### src/verilog/tic_pkg.sv
// Package for the 16-bit interval timer core: register map, fields, modes.
// Assumes a single mclk domain and the plain strobe register port.
package tic_pkg;
  // Register word indices
  localparam logic [2:0] OFF_CTL0 = 3'h0;
  localparam logic [2:0] OFF_CTL1 = 3'h1;
  localparam logic [2:0] OFF_IOC1 = 3'h2;
  localparam logic [2:0] OFF_IOC2 = 3'h3;
  localparam logic [2:0] OFF_OPT0 = 3'h4;
  localparam logic [2:0] OFF_CCR0 = 3'h5;
  localparam logic [2:0] OFF_CCR1 = 3'h6;
  localparam logic [2:0] OFF_CNT = 3'h7;
  // Field positions
  localparam int CTL0_CE = 7;
  localparam int CTL0_PRS_LO = 0;
  localparam int CTL1_EST = 6;
  localparam int CTL1_EEE = 5;
  localparam int CTL1_MD_LO = 0;
  localparam int EDGE_HI = 1;
  localparam int EDGE_LO = 0;
  localparam int OPT0_OVF = 0;
  localparam int OPT0_CCS0 = 1;
  // Values
  localparam logic [15:0] ALL_ONES = 16'hffff;
  localparam logic [15:0] ZERO16 = 16'h0000;
  localparam logic [7:0] DIV_FULL = 8'hff;
  localparam logic [7:0] DIV_ZERO = 8'h00;

  typedef enum logic [2:0] {
    MD_INTERVAL = 3'b000,
    MD_EVENT = 3'b001,
    MD_EXTTRIG = 3'b010,
    MD_ONESHOT = 3'b011,
    MD_PWM = 3'b100,
    MD_FREERUN = 3'b101,
    MD_PWIDTH = 3'b110,
    MD_RSVD = 3'b111
  } tic_mode_t;

  typedef struct packed {
    logic [2:0] addr;
    logic [15:0] wdata;
    logic wr;
    logic rd;
  } tic_bus_t;
endpackage

### src/verilog/tic_edge_sync.sv
// Pin synchroniser with selectable edge detection.
// Assumes pin_in is asynchronous to mclk; edge_sel 00 none, 01 rise, 10 fall, 11 both.
`timescale 1ns/100ps
module tic_edge_sync
  import tic_pkg::*;
(
  input wire logic mclk,
  input wire logic arst_n,
  input wire logic pin_in,
  input wire logic [1:0] edge_sel,
  output logic edge_pulse
);
  logic sync1;
  logic sync2;
  logic prev;

  always_ff @(posedge mclk or negedge arst_n)
  begin
    if (!arst_n)
    begin
      sync1 <= 1'b0;
      sync2 <= 1'b0;
      prev <= 1'b0;
    end
    else
    begin
      sync1 <= pin_in;
      sync2 <= sync1;
      prev <= sync2;
    end
  end

  always_comb
  begin
    edge_pulse = (edge_sel[0] & sync2 & ~prev) | (edge_sel[1] & ~sync2 & prev);
  end
endmodule // tic_edge_sync

### src/verilog/timer16_interval_core.sv
// 16-bit timer core: counting, read-back, compare transfer, interval mode.
// Assumes a register master on mclk and an asynchronous external input pin.
`timescale 1ns/100ps
module timer16_interval_core
  import tic_pkg::*;
(
  input wire logic mclk,
  input wire logic arst_n,
  input wire tic_bus_t bus,
  output logic [15:0] rdata,
  input wire logic ext_input0_pin,
  output logic timer_output0_pin,
  output logic timer_output1_pin,
  output logic compare0_irq,
  output logic compare1_irq,
  output logic overflow_irq
);
  logic count_enable_bit;
  logic [2:0] prescale_sel;
  tic_mode_t mode_select_field;
  logic ext_clock_select_bit;
  logic input_edge_sel_hi;
  logic input_edge_sel_lo;
  logic event_edge_sel_hi;
  logic event_edge_sel_lo;
  logic overflow_flag;
  logic capture_sel0;
  logic [15:0] compare_reg0;
  logic [15:0] compare_reg1;
  logic [15:0] compare_buffer0;
  logic [15:0] compare_buffer1;
  logic batch_pending;
  logic [15:0] count;
  logic first_tick;
  logic ovf_hold;
  logic [7:0] div;
  logic evt_edge;
  logic cap_edge;
  logic pre_tick;
  logic tick;
  logic match0;
  logic match1;
  logic clr_hit;
  logic wrap;
  logic ovf_ev;
  logic cap_ev;
  logic trig;
  logic batch_xfer;
  logic wr_ctl1;

  ////////////////////////////////////////////////////////////////////////////
  // Mode properties

  function automatic logic is_batch(input tic_mode_t m);
    is_batch = (m == MD_EXTTRIG) || (m == MD_PWM);
  endfunction

  function automatic logic clears_on_match(input tic_mode_t m);
    clears_on_match = (m != MD_FREERUN) && (m != MD_PWIDTH);
  endfunction

  function automatic logic has_ovf(input tic_mode_t m);
    has_ovf = (m == MD_FREERUN) || (m == MD_PWIDTH);
  endfunction

  function automatic logic wr_hit(input tic_bus_t b, input logic [2:0] off);
    wr_hit = b.wr && (b.addr == off);
  endfunction

  ////////////////////////////////////////////////////////////////////////////
  // Count clock and events

  tic_edge_sync u_evt_edge (
    .mclk(mclk),
    .arst_n(arst_n),
    .pin_in(ext_input0_pin),
    .edge_sel({event_edge_sel_hi, event_edge_sel_lo}),
    .edge_pulse(evt_edge)
  );

  tic_edge_sync u_cap_edge (
    .mclk(mclk),
    .arst_n(arst_n),
    .pin_in(ext_input0_pin),
    .edge_sel({input_edge_sel_hi, input_edge_sel_lo}),
    .edge_pulse(cap_edge)
  );

  always_ff @(posedge mclk or negedge arst_n)
  begin
    if (!arst_n)
      div <= DIV_ZERO;
    else if (!count_enable_bit)
      div <= DIV_ZERO;
    else
      div <= div + 8'h01;
  end

  always_comb
  begin
    pre_tick = (div & ~(DIV_FULL << prescale_sel)) == ~(DIV_FULL << prescale_sel);
    if (mode_select_field == MD_EVENT || ext_clock_select_bit)
      tick = count_enable_bit & evt_edge;
    else
      tick = count_enable_bit & pre_tick;
    match0 = (count == compare_buffer0);
    match1 = (count == compare_buffer1);
    clr_hit = match0 && clears_on_match(mode_select_field);
    wrap = tick && !first_tick && !clr_hit && (count == ALL_ONES);
    ovf_ev = wrap && has_ovf(mode_select_field) && !ovf_hold
      && !(compare_buffer0 == ALL_ONES && mode_select_field == MD_FREERUN && !capture_sel0);
    cap_ev = count_enable_bit && cap_edge && (mode_select_field == MD_PWIDTH
      || (mode_select_field == MD_FREERUN && capture_sel0));
    wr_ctl1 = wr_hit(bus, OFF_CTL1);
    trig = count_enable_bit && (wr_ctl1 && bus.wdata[CTL1_EST] || cap_edge)
      && (mode_select_field == MD_EXTTRIG || mode_select_field == MD_ONESHOT);
    batch_xfer = tick && !first_tick && match0 && batch_pending
      && is_batch(mode_select_field);
  end

  ////////////////////////////////////////////////////////////////////////////
  // Counter

  always_ff @(posedge mclk or negedge arst_n)
  begin
    if (!arst_n)
    begin
      count <= ALL_ONES;
      first_tick <= 1'b1;
      ovf_hold <= 1'b0;
    end
    else if (!count_enable_bit)
    begin
      count <= ALL_ONES;
      first_tick <= 1'b1;
      ovf_hold <= 1'b0;
    end
    else if (cap_ev && mode_select_field == MD_PWIDTH)
    begin
      count <= ZERO16;
      ovf_hold <= (count == ALL_ONES);
    end
    else if (trig)
    begin
      count <= ZERO16;
      first_tick <= 1'b0;
    end
    else if (tick)
    begin
      first_tick <= 1'b0;
      if (first_tick || clr_hit)
        count <= ZERO16;
      else
        count <= count + 16'h0001;
      if (wrap)
        ovf_hold <= 1'b0;
    end
  end

  ////////////////////////////////////////////////////////////////////////////
  // Interrupt pulses and outputs

  always_ff @(posedge mclk or negedge arst_n)
  begin
    if (!arst_n)
    begin
      compare0_irq <= 1'b0;
      compare1_irq <= 1'b0;
      overflow_irq <= 1'b0;
    end
    else
    begin
      // Start wrap never reaches the compare path
      compare0_irq <= tick && !first_tick && match0
        && mode_select_field != MD_PWIDTH;
      compare1_irq <= tick && !first_tick && match1
        && mode_select_field != MD_PWIDTH;
      overflow_irq <= ovf_ev;
    end
  end

  always_ff @(posedge mclk or negedge arst_n)
  begin
    if (!arst_n)
    begin
      timer_output0_pin <= 1'b0;
      timer_output1_pin <= 1'b0;
    end
    else if (!count_enable_bit)
    begin
      timer_output0_pin <= 1'b0;
      timer_output1_pin <= 1'b0;
    end
    else if (tick && mode_select_field == MD_INTERVAL)
    begin
      if (first_tick || match0)
        timer_output0_pin <= ~timer_output0_pin;
      if (!first_tick && match1)
        timer_output1_pin <= ~timer_output1_pin;
    end
  end

  ////////////////////////////////////////////////////////////////////////////
  // Compare buffers

  always_ff @(posedge mclk or negedge arst_n)
  begin
    if (!arst_n)
    begin
      compare_buffer0 <= ZERO16;
      compare_buffer1 <= ZERO16;
      batch_pending <= 1'b0;
    end
    else if (!count_enable_bit)
    begin
      compare_buffer0 <= ZERO16;
      compare_buffer1 <= ZERO16;
      batch_pending <= 1'b0;
    end
    else
    begin
      if ((tick && first_tick) || batch_xfer)
      begin
        compare_buffer0 <= compare_reg0;
        compare_buffer1 <= compare_reg1;
      end
      if (!is_batch(mode_select_field))
      begin
        if (wr_hit(bus, OFF_CCR0))
          compare_buffer0 <= bus.wdata;
        if (wr_hit(bus, OFF_CCR1))
          compare_buffer1 <= bus.wdata;
      end
      if (wr_hit(bus, OFF_CCR1) && is_batch(mode_select_field))
        batch_pending <= 1'b1;
      else if (batch_xfer)
        batch_pending <= 1'b0;
    end
  end

  ////////////////////////////////////////////////////////////////////////////
  // Register file

  always_ff @(posedge mclk or negedge arst_n)
  begin
    if (!arst_n)
    begin
      count_enable_bit <= 1'b0;
      prescale_sel <= 3'h0;
      mode_select_field <= MD_INTERVAL;
      ext_clock_select_bit <= 1'b0;
      input_edge_sel_hi <= 1'b0;
      input_edge_sel_lo <= 1'b0;
      event_edge_sel_hi <= 1'b0;
      event_edge_sel_lo <= 1'b0;
      capture_sel0 <= 1'b0;
      compare_reg0 <= ZERO16;
      compare_reg1 <= ZERO16;
    end
    else
    begin
      if (wr_hit(bus, OFF_CTL0))
      begin
        count_enable_bit <= bus.wdata[CTL0_CE];
        prescale_sel <= bus.wdata[CTL0_PRS_LO +: 3];
      end
      if (wr_ctl1)
      begin
        mode_select_field <= tic_mode_t'(bus.wdata[CTL1_MD_LO +: 3]);
        ext_clock_select_bit <= bus.wdata[CTL1_EEE];
      end
      if (wr_hit(bus, OFF_IOC1))
      begin
        input_edge_sel_hi <= bus.wdata[EDGE_HI];
        input_edge_sel_lo <= bus.wdata[EDGE_LO];
      end
      if (wr_hit(bus, OFF_IOC2))
      begin
        event_edge_sel_hi <= bus.wdata[EDGE_HI];
        event_edge_sel_lo <= bus.wdata[EDGE_LO];
      end
      if (wr_hit(bus, OFF_OPT0))
        capture_sel0 <= bus.wdata[OPT0_CCS0];
      if (cap_ev)
        compare_reg0 <= count;
      else if (wr_hit(bus, OFF_CCR0))
        compare_reg0 <= bus.wdata;
      if (wr_hit(bus, OFF_CCR1))
        compare_reg1 <= bus.wdata;
    end
  end

  // Overflow flag: a new overflow beats a software clear
  always_ff @(posedge mclk or negedge arst_n)
  begin
    if (!arst_n)
      overflow_flag <= 1'b0;
    else if (ovf_ev)
      overflow_flag <= 1'b1;
    else if (wr_hit(bus, OFF_OPT0) && !bus.wdata[OPT0_OVF])
      overflow_flag <= 1'b0;
  end

  always_ff @(posedge mclk or negedge arst_n)
  begin
    if (!arst_n)
      rdata <= ZERO16;
    else if (!bus.rd)
      rdata <= ZERO16;
    else
    begin
      case (bus.addr)
        OFF_CTL0: rdata <= {8'h00, count_enable_bit, 4'h0, prescale_sel};
        OFF_CTL1: rdata <= {10'h000, ext_clock_select_bit, 2'b00, mode_select_field};
        OFF_IOC1: rdata <= {14'h0000, input_edge_sel_hi, input_edge_sel_lo};
        OFF_IOC2: rdata <= {14'h0000, event_edge_sel_hi, event_edge_sel_lo};
        OFF_OPT0: rdata <= {14'h0000, capture_sel0, overflow_flag};
        OFF_CCR0: rdata <= compare_reg0;
        OFF_CCR1: rdata <= compare_reg1;
        OFF_CNT: rdata <= count_enable_bit ? count : ZERO16;
        default: rdata <= ZERO16;
      endcase
    end
  end
endmodule // timer16_interval_core

### config.mk
export PLATFORM = sky130hd
export DESIGN_NAME = timer16_interval_core
export DESIGN_NICKNAME = d
export VERILOG_FILES = /design/src/verilog/tic_pkg.sv /design/src/verilog/tic_edge_sync.sv /design/src/verilog/timer16_interval_core.sv
export SDC_FILE = /design/constraint.sdc
export NUM_CORES = 1
export LEC_CHECK = 0
export ABC_AREA = 1
export CORE_ASPECT_RATIO = 0.9
export CORE_MARGIN = 2
export CORE_UTILIZATION = 35
export CTS_CLUSTER_DIAMETER = 100
export CTS_CLUSTER_SIZE = 24
export DETAILED_ROUTE_END_ITERATION = 12
export DONT_BUFFER_PORTS = 1
export MAX_ROUTING_LAYER = met4
export PLACE_DENSITY_LB_ADDON = 0.15
export SETUP_SLACK_MARGIN = 0.4
export SLEW_MARGIN = 5
export SYNTH_ARGS = -nofsm -noshare
export SYNTH_HDL_FRONTEND = slang
export SYNTH_SLANG_ARGS = --single-unit
### constraint.sdc
create_clock -name mclk -period 2.9 [get_ports mclk]
set_clock_uncertainty 0.15 [all_clocks]
set_input_delay 0.435 -clock mclk [delete_from_list [all_inputs] [get_ports mclk]]
set_output_delay 0.435 -clock mclk [all_outputs]
set_load 0.05 [all_outputs]
Word-level counts from Yosys, hierarchy flattened
Index checks and enable logic that the tools add are counted.

Input bits: 24. Word-level logic and storage cells: 177. Register bits: 129. Output and inout port bits: 21.

Bitwise gates (word level): 18. Equality and inequality tests: 30. Shift-type cells: 1. Reduce and logical (&&, ||, !) cells: 58. Muxes and demuxes: 40. Add/subtract/negate cells: 2.

Operators with widths (number): $mux W16 (17); $pmux W16 S8 (1); $logic_and A1 B1 Y1 (35); $eq A16 B16 Y1 (2); $eq A16 B16 Y1 const B (2); $eq A3 B3 Y1 const B (7); $mux W1 (21); $add A16 B1 Y16 const B (1); $eq A3 B2 Y1 const B (4); $ne A3 B1 Y1 const B (4); $and A1 B1 Y1 (10); $logic_or A1 B1 Y1 (9); $add A8 B1 Y8 const B (1); $and A8 B8 Y8 (1); $eq A8 B8 Y1 (1); $mux W8 (1); $not A8 Y8 (1); $shl A8 B3 Y8 const A (1); $eq A3 B1 Y1 const B (2); $logic_not A1 Y1 (6); $logic_not A3 Y1 (2); $ne A2 B1 Y1 const B (3); $ne A3 B3 Y1 const B (2); $reduce_and A2 Y1 (3); other kinds (7) (12).

Depth between registers and ports, before layout
Word-level depth: 15. Gate-level depth with buffers: 15. Mapped depth without buffers: 14.

Hierarchy
Synthesis repeated with hierarchy kept, for this count alone.

Cell total of the unflattened synthesis: 963. Area total of the unflattened synthesis: 7407.1 µm².

Modules (own cells, without submodules): timer16_interval_core (seq. area each 3149.3 µm², cells an instance 947, area each 7214.4 µm², instances 1); tic_edge_sync (seq. area each 75.1 µm², cells an instance 8, area each 96.3 µm², instances 2).

Worst setup path before layout
OpenSTA, ideal clock, no wires.

Path kind: reg2reg. Start point: register count[0]. End point: register ovf_hold. Buffers on the path: 0. Period minus slack after synthesis: 2.051 ns. Path slack: 0.849 ns. Library setup time: 0.116 ns. Arrival time: 1.785 ns. Stages on the path, launching flop included: 13. Cell sequence: dfstp_2 ha_1 nand2_1 nor2_2 nand3_1 nor3_2 nand2_1 nor2_1 nand4_1 o21ai_0 nand2_1 nand2_1 nand2_1.

Longest elaborated chain between the ends: 7.

Ends and longest elaborated chain: start: declaration (RTL line timer16_interval_core.sv:33) `logic [15:0] count;`; start signal: assignment (RTL line timer16_interval_core.sv:154) `count <= count + 16'h0001;`; $eq A16 B16 Y1 (RTL line timer16_interval_core.sv:106) `match0 = (count == compare_buffer0);`; $logic_and A1 B1 Y1 (RTL line timer16_interval_core.sv:108) `clr_hit = match0 && clears_on_match(mode_select_field);`; $logic_not A1 Y1 (RTL line timer16_interval_core.sv:109) `wrap = tick && !first_tick && !clr_hit && (count == ALL_ONES);`; $logic_and A1 B1 Y1 (2 in a row) (RTL line timer16_interval_core.sv:109); $ne A3 B1 Y1 (no line); $reduce_and A3 Y1 (no line); end signal: assignment (RTL line timer16_interval_core.sv:141) `ovf_hold <= (count == ALL_ONES);`; end: declaration (RTL line timer16_interval_core.sv:35) `logic ovf_hold;`.

Parallel ways exist; a longest one is shown, timed or not. A chain may end at the register's enable or synchronous reset.

Final worst setup path
Start point: register count[0]. End point: register overflow_flag.

Longest elaborated chain between the ends: 9.

Ends and longest elaborated chain: $eq A16 B16 Y1 (RTL line timer16_interval_core.sv:106); $logic_and A1 B1 Y1 (RTL line timer16_interval_core.sv:108); $logic_not A1 Y1 (RTL line timer16_interval_core.sv:109); $logic_and A1 B1 Y1 (RTL line timer16_interval_core.sv:109); $logic_and A1 B1 Y1 (*) (RTL line timer16_interval_core.sv:109); $logic_and A1 B1 Y1 (*) (2 in a row) (RTL line timer16_interval_core.sv:110) `ovf_ev = wrap && has_ovf(mode_select_field) && !ovf_hold`; $logic_and A1 B1 Y1 (*) (RTL line timer16_interval_core.sv:111) `&& !(compare_buffer0 == ALL_ONES && mode_select_field == MD_FREERUN && !capture_sel0);`; net ovf_ev (RTL line timer16_interval_core.sv:45) `logic ovf_ev;`; $mux W1 or $reduce_bool A2 Y1 (tied branches); end signal: assignment (RTL line timer16_interval_core.sv:297) `overflow_flag <= 1'b0;`; end signal: assignment (RTL line timer16_interval_core.sv:299) `overflow_flag <= 1'b1;`; end signal: assignment (RTL line timer16_interval_core.sv:301) `overflow_flag <= 1'b0;`; end: declaration (RTL line timer16_interval_core.sv:26) `logic overflow_flag;`.

The timed path passes the listed nets; every way through them passes the cells marked *.

==> flow_summary_export.csv <==
group,metric,value,unit
pwr,leakagePower,4.047,nW
layout,drive_gt1_share,12.97,%
setup_path,slowest_stage,"dfstp_2",
synthesis,async_flop_share,100.0,%
synthesis,synth-seq-cells,128,
synthesis,synth-xor-area-share,3.431,%
drt,avgViaCountPerCell,5.214,
setup_path,crit_chain,"ha_2 -> nand2_1 -> nor2_4 -> nand3_4 -> nor3_4 -> nand2_1 -> nor2_2 -> nand4_1 -> nor3_2 -> o21bai_1",
layout,final_area,8232,µm²
cts,cts_buffer_depth,2,
cts,cts_tree,"yes",
placed_design,post-dp-hpwl,15.30,mm
die,fp.dieW,154.6,µm
drt,drt-initial-drc-count,548,
synthesis,synth_top_area_share,38.87,%
setup_path,worstSetupStartpoint,"count[0]$_DFFE_PN1P_",
layout,diodes,0,
placed_design,routabilityCongestion,0.8709,
setup_path,r2r_cells,10,
sta,max_freq,422.1,MHz
setup_path,reg2reg_setup_slack,530,ps
sta,min_period,2369,ps
die,num_io_pins,45,
drt,route.detailed.drc,0,
synthesis,muxShareOfSynthArea,0,%
placed_design,port_buffers,0,
synthesis,synth-seq-area-share,45.12,%
drt,dr.pass1.iters,5,
cts,root_buffer,"clkbuf_16",
setup_path,crit_family,"simple AND/OR/NAND/NOR gates",
global_route,grtUsageTotal,22.70,%
drt,wl_per_cell,18.93,µm
synthesis,synth.distinct_cells,44,
job,cap_violations,0,
placed_design,placed_area,7438,µm²
synthesis,synthTopCellsByArea,"dfrtp_1 39%, nand3_1 11%, nand2_1 8.8%",
synthesis,synthCells,921,
synthesis,netlist_area,7147,µm²
global_route,grt_pass1_wl,36.00,mm
setup_path,start_kind,"flip-flop",
synthesis,synthAdderAreaFrac,0.3501,%
setup_path,cpPeakStageDelay,580,ps
setup_path,worst_path_most_repeated_cell,"nand2_1",
pwr,p_comb_share,26.0,%
synthesis,synthesis.nets,947,
setup_path,worst-path-stages,10,
die,coreArea,19990,µm²
setup_path,critPathMaxFanout,5,
cts,cts.reportedPaths.clkPinSlew,70,ps
layout,stdcell_count,1203,
pwr,ir_drop,0.4787,mV
synthesis,yosys_warnings,0,
synthesis,synth.most_common_cell,"nand2_1",
global_route,antenna_found_initial,0,
drt,via_count,6272,
setup_path,cp.arrival,2570,ps
synthesis,synthSimpleGateAreaFrac,28.47,%
drt,drt_wl_total,22.78,mm
synthesis,synth_top_family_by_area,"simple AND/OR/NAND/NOR gates",
synthesis,yosys.area.top_type,"dfrtp_1",
setup_path,required,3100,ps
sta,slew_viol_final,0,
outcome,violations,"hold timing",
placed_design,place_inst,1155,
sta,hold_viol,128,
pwr,clock_power_share,34.3,%
global_route,grt-ovfl-total,0,
setup_path,r2r_end,"overflow_flag$_DFFE_PN0P_",
layout,finalNetCount,961,
sta,tightest_slew,694.1,ps
layout,fin_util,41.19,%
cts,cts_sinks,128,
global_route,grt_pass1_vias,5992,
cts,hold_buffers,12,
sta,worst_hold_slack,-450.8,ps
pwr,p_int,0.004073,W
setup_path,crit_end,"overflow_flag$_DFFE_PN0P_",
die,dieArea,21580,µm²
synthesis,avgSynthCellArea,7.760,µm²
die,start_util,35.76,%
layout,syn2layout_area_growth,15.18,%
sta,rsz0062_at_grt,"yes",
setup_path,crit_type,"reg2reg",
sta,slew_headroom,53.68,%
synthesis,synth-compound-area-share,11.41,%
pwr,switchingPower,0.002390,W
sta,final.setup.tns,0,ps
synthesis,synth_enable_flop_cells,0,
outcome,status,"finished with violations",
drt,ant_nets,0,
setup_path,critPathCaptureType,"flip-flop",
sta,setup_violations,0,
synthesis,synth_flop_cell,"dfrtp_1",
pwr,power_density,785.1,nW/µm²
setup_path,critical_path_buf_inv_count,0,
pwr,p_sw_share,36.97,%
hold_path,hp-class,"in2async",
pwr,power_frac_seq,39.8,%
die,placementRows,49,
synthesis,synth_common_cells,"168 x nand2_1, 151 x nand3_1, 145 x inv_1",
cts,htree_levels,4,
cts,worst_skew_pair.late_latency,430,ps
cts,cts_made_buffers,17,
global_route,grt_max_degree,129,
die,die_h,139.6,µm
setup_path,r2r_start,"count[0]$_DFFE_PN1P_",
sta,finalCritPeriodShare,81.70,%
## how the worst min path moves through the flow
stage	start	to	slack, ps	cells past startpoint
after floorplan	arst_n	batch_pending$_DFFE_PN0P_	-10	0
final	arst_n	rdata[2]$_DFF_PN0_	-450	0
after global placement	arst_n	compare_reg1[2]$_DFFE_PN0P_	-8	0
after global routing	arst_n	compare_reg1[7]$_DFFE_PN0P_	-470	0
after CTS	arst_n	compare_reg1[2]$_DFFE_PN0P_	-470	0
after detailed placement	arst_n	compare_reg1[2]$_DFFE_PN0P_	-8	0
## flip-flops by register name (all words and copies together) (netlist names), 3 cells and up
signal             cells
compare_buffer0       16
compare_buffer1       16
compare_reg0          16
compare_reg1          16
count                 16
rdata                 16
div                    7
mode_select_field      3
prescale_sel           3
## cell type report
| type | instances | area [µm²] |
|---|---|---|
| multi-input cells | 595 | 3152 |
| repair buffers | 38 | 352.8 |
| flip-flops and latches | 128 | 3224 |
| clock buffers | 18 | 429.2 |
| inverters | 155 | 585.6 |
| clock inverters | 14 | 168.9 |
| well taps | 255 | 319.1 |
| fillers | 2073 | 11760 |
## cell usage in the layout (no fill, tap or decap), types with 4 or more instances in the layout
cell,synthesis,final
dlygate4sd3_1,0,12
clkinvlp_4,0,4
nand3_1,151,150
dfstp_2,17,17
inv_2,10,10
o21ai_0,43,42
dfrtp_1,111,111
o221ai_1,18,18
nand2_2,15,15
nor2_2,5,6
clkbuf_16,0,17
inv_1,145,144
buf_4,4,23
a21oi_1,19,19
or2_2,5,5
nand2_1,168,168
nand3b_1,6,6
a22oi_1,13,13
o22ai_1,16,16
o21a_1,5,5
nor2_1,51,49
xnor2_1,12,12
xor2_1,16,16
nor3_1,11,11
nand4_1,14,14
nor2_4,4,5
inv_6,0,5
## power by group through the flow
stage               registers [W]  clock network (W)  logic (W)
floorplan                 0.00245                  0    0.00122
global placement          0.00259                  0    0.00157
detailed placement        0.00259                  0    0.00157
CTS                       0.00256            0.00225    0.00160
global route              0.00261            0.00232    0.00188
finish                    0.00257            0.00221    0.00168
## kinds of logic after synthesis
family	count (synthesis)
AOI/OAI and AO/OA	128
xor gates and xnor gates	28
adders and majority gates	2
buffers and inverters	198
DFF	128
and+or+nand+nor	437
## per-layer routing
layer	GRT usage [%]	up-vias	part of all wire, %	routed length, µm
li1	-	3062	-	-
met1	33.01	2987	49	11120
met2	31.79	194	43	9768
met3	4.298	29	6.2	1402
met4	7.261	0	2.1	489
met5	-	-	0	0
## through the flow
| stage | total power (W) | setup WS [ps] |
|---|---|---|
| 6_report | 0.006463 | 530.7 |
| 5_1_grt | 0.006817 | 350.4 |
| 4_1_cts | 0.006407 | 415.6 |
| 3_5_place_dp | 0.004158 | 435.5 |
| 3_3_place_gp | 0.004164 | 364.4 |
| 2_1_floorplan | 0.003668 | 849.0 |
## timing repair
action,4_1_cts,5_1_grt
endpoints found under the hold margin,149,128
resized for setup,0,8
setup buffers,0,4
setup endpoints to repair,0,4
Power figures use the tool's default switching activity.
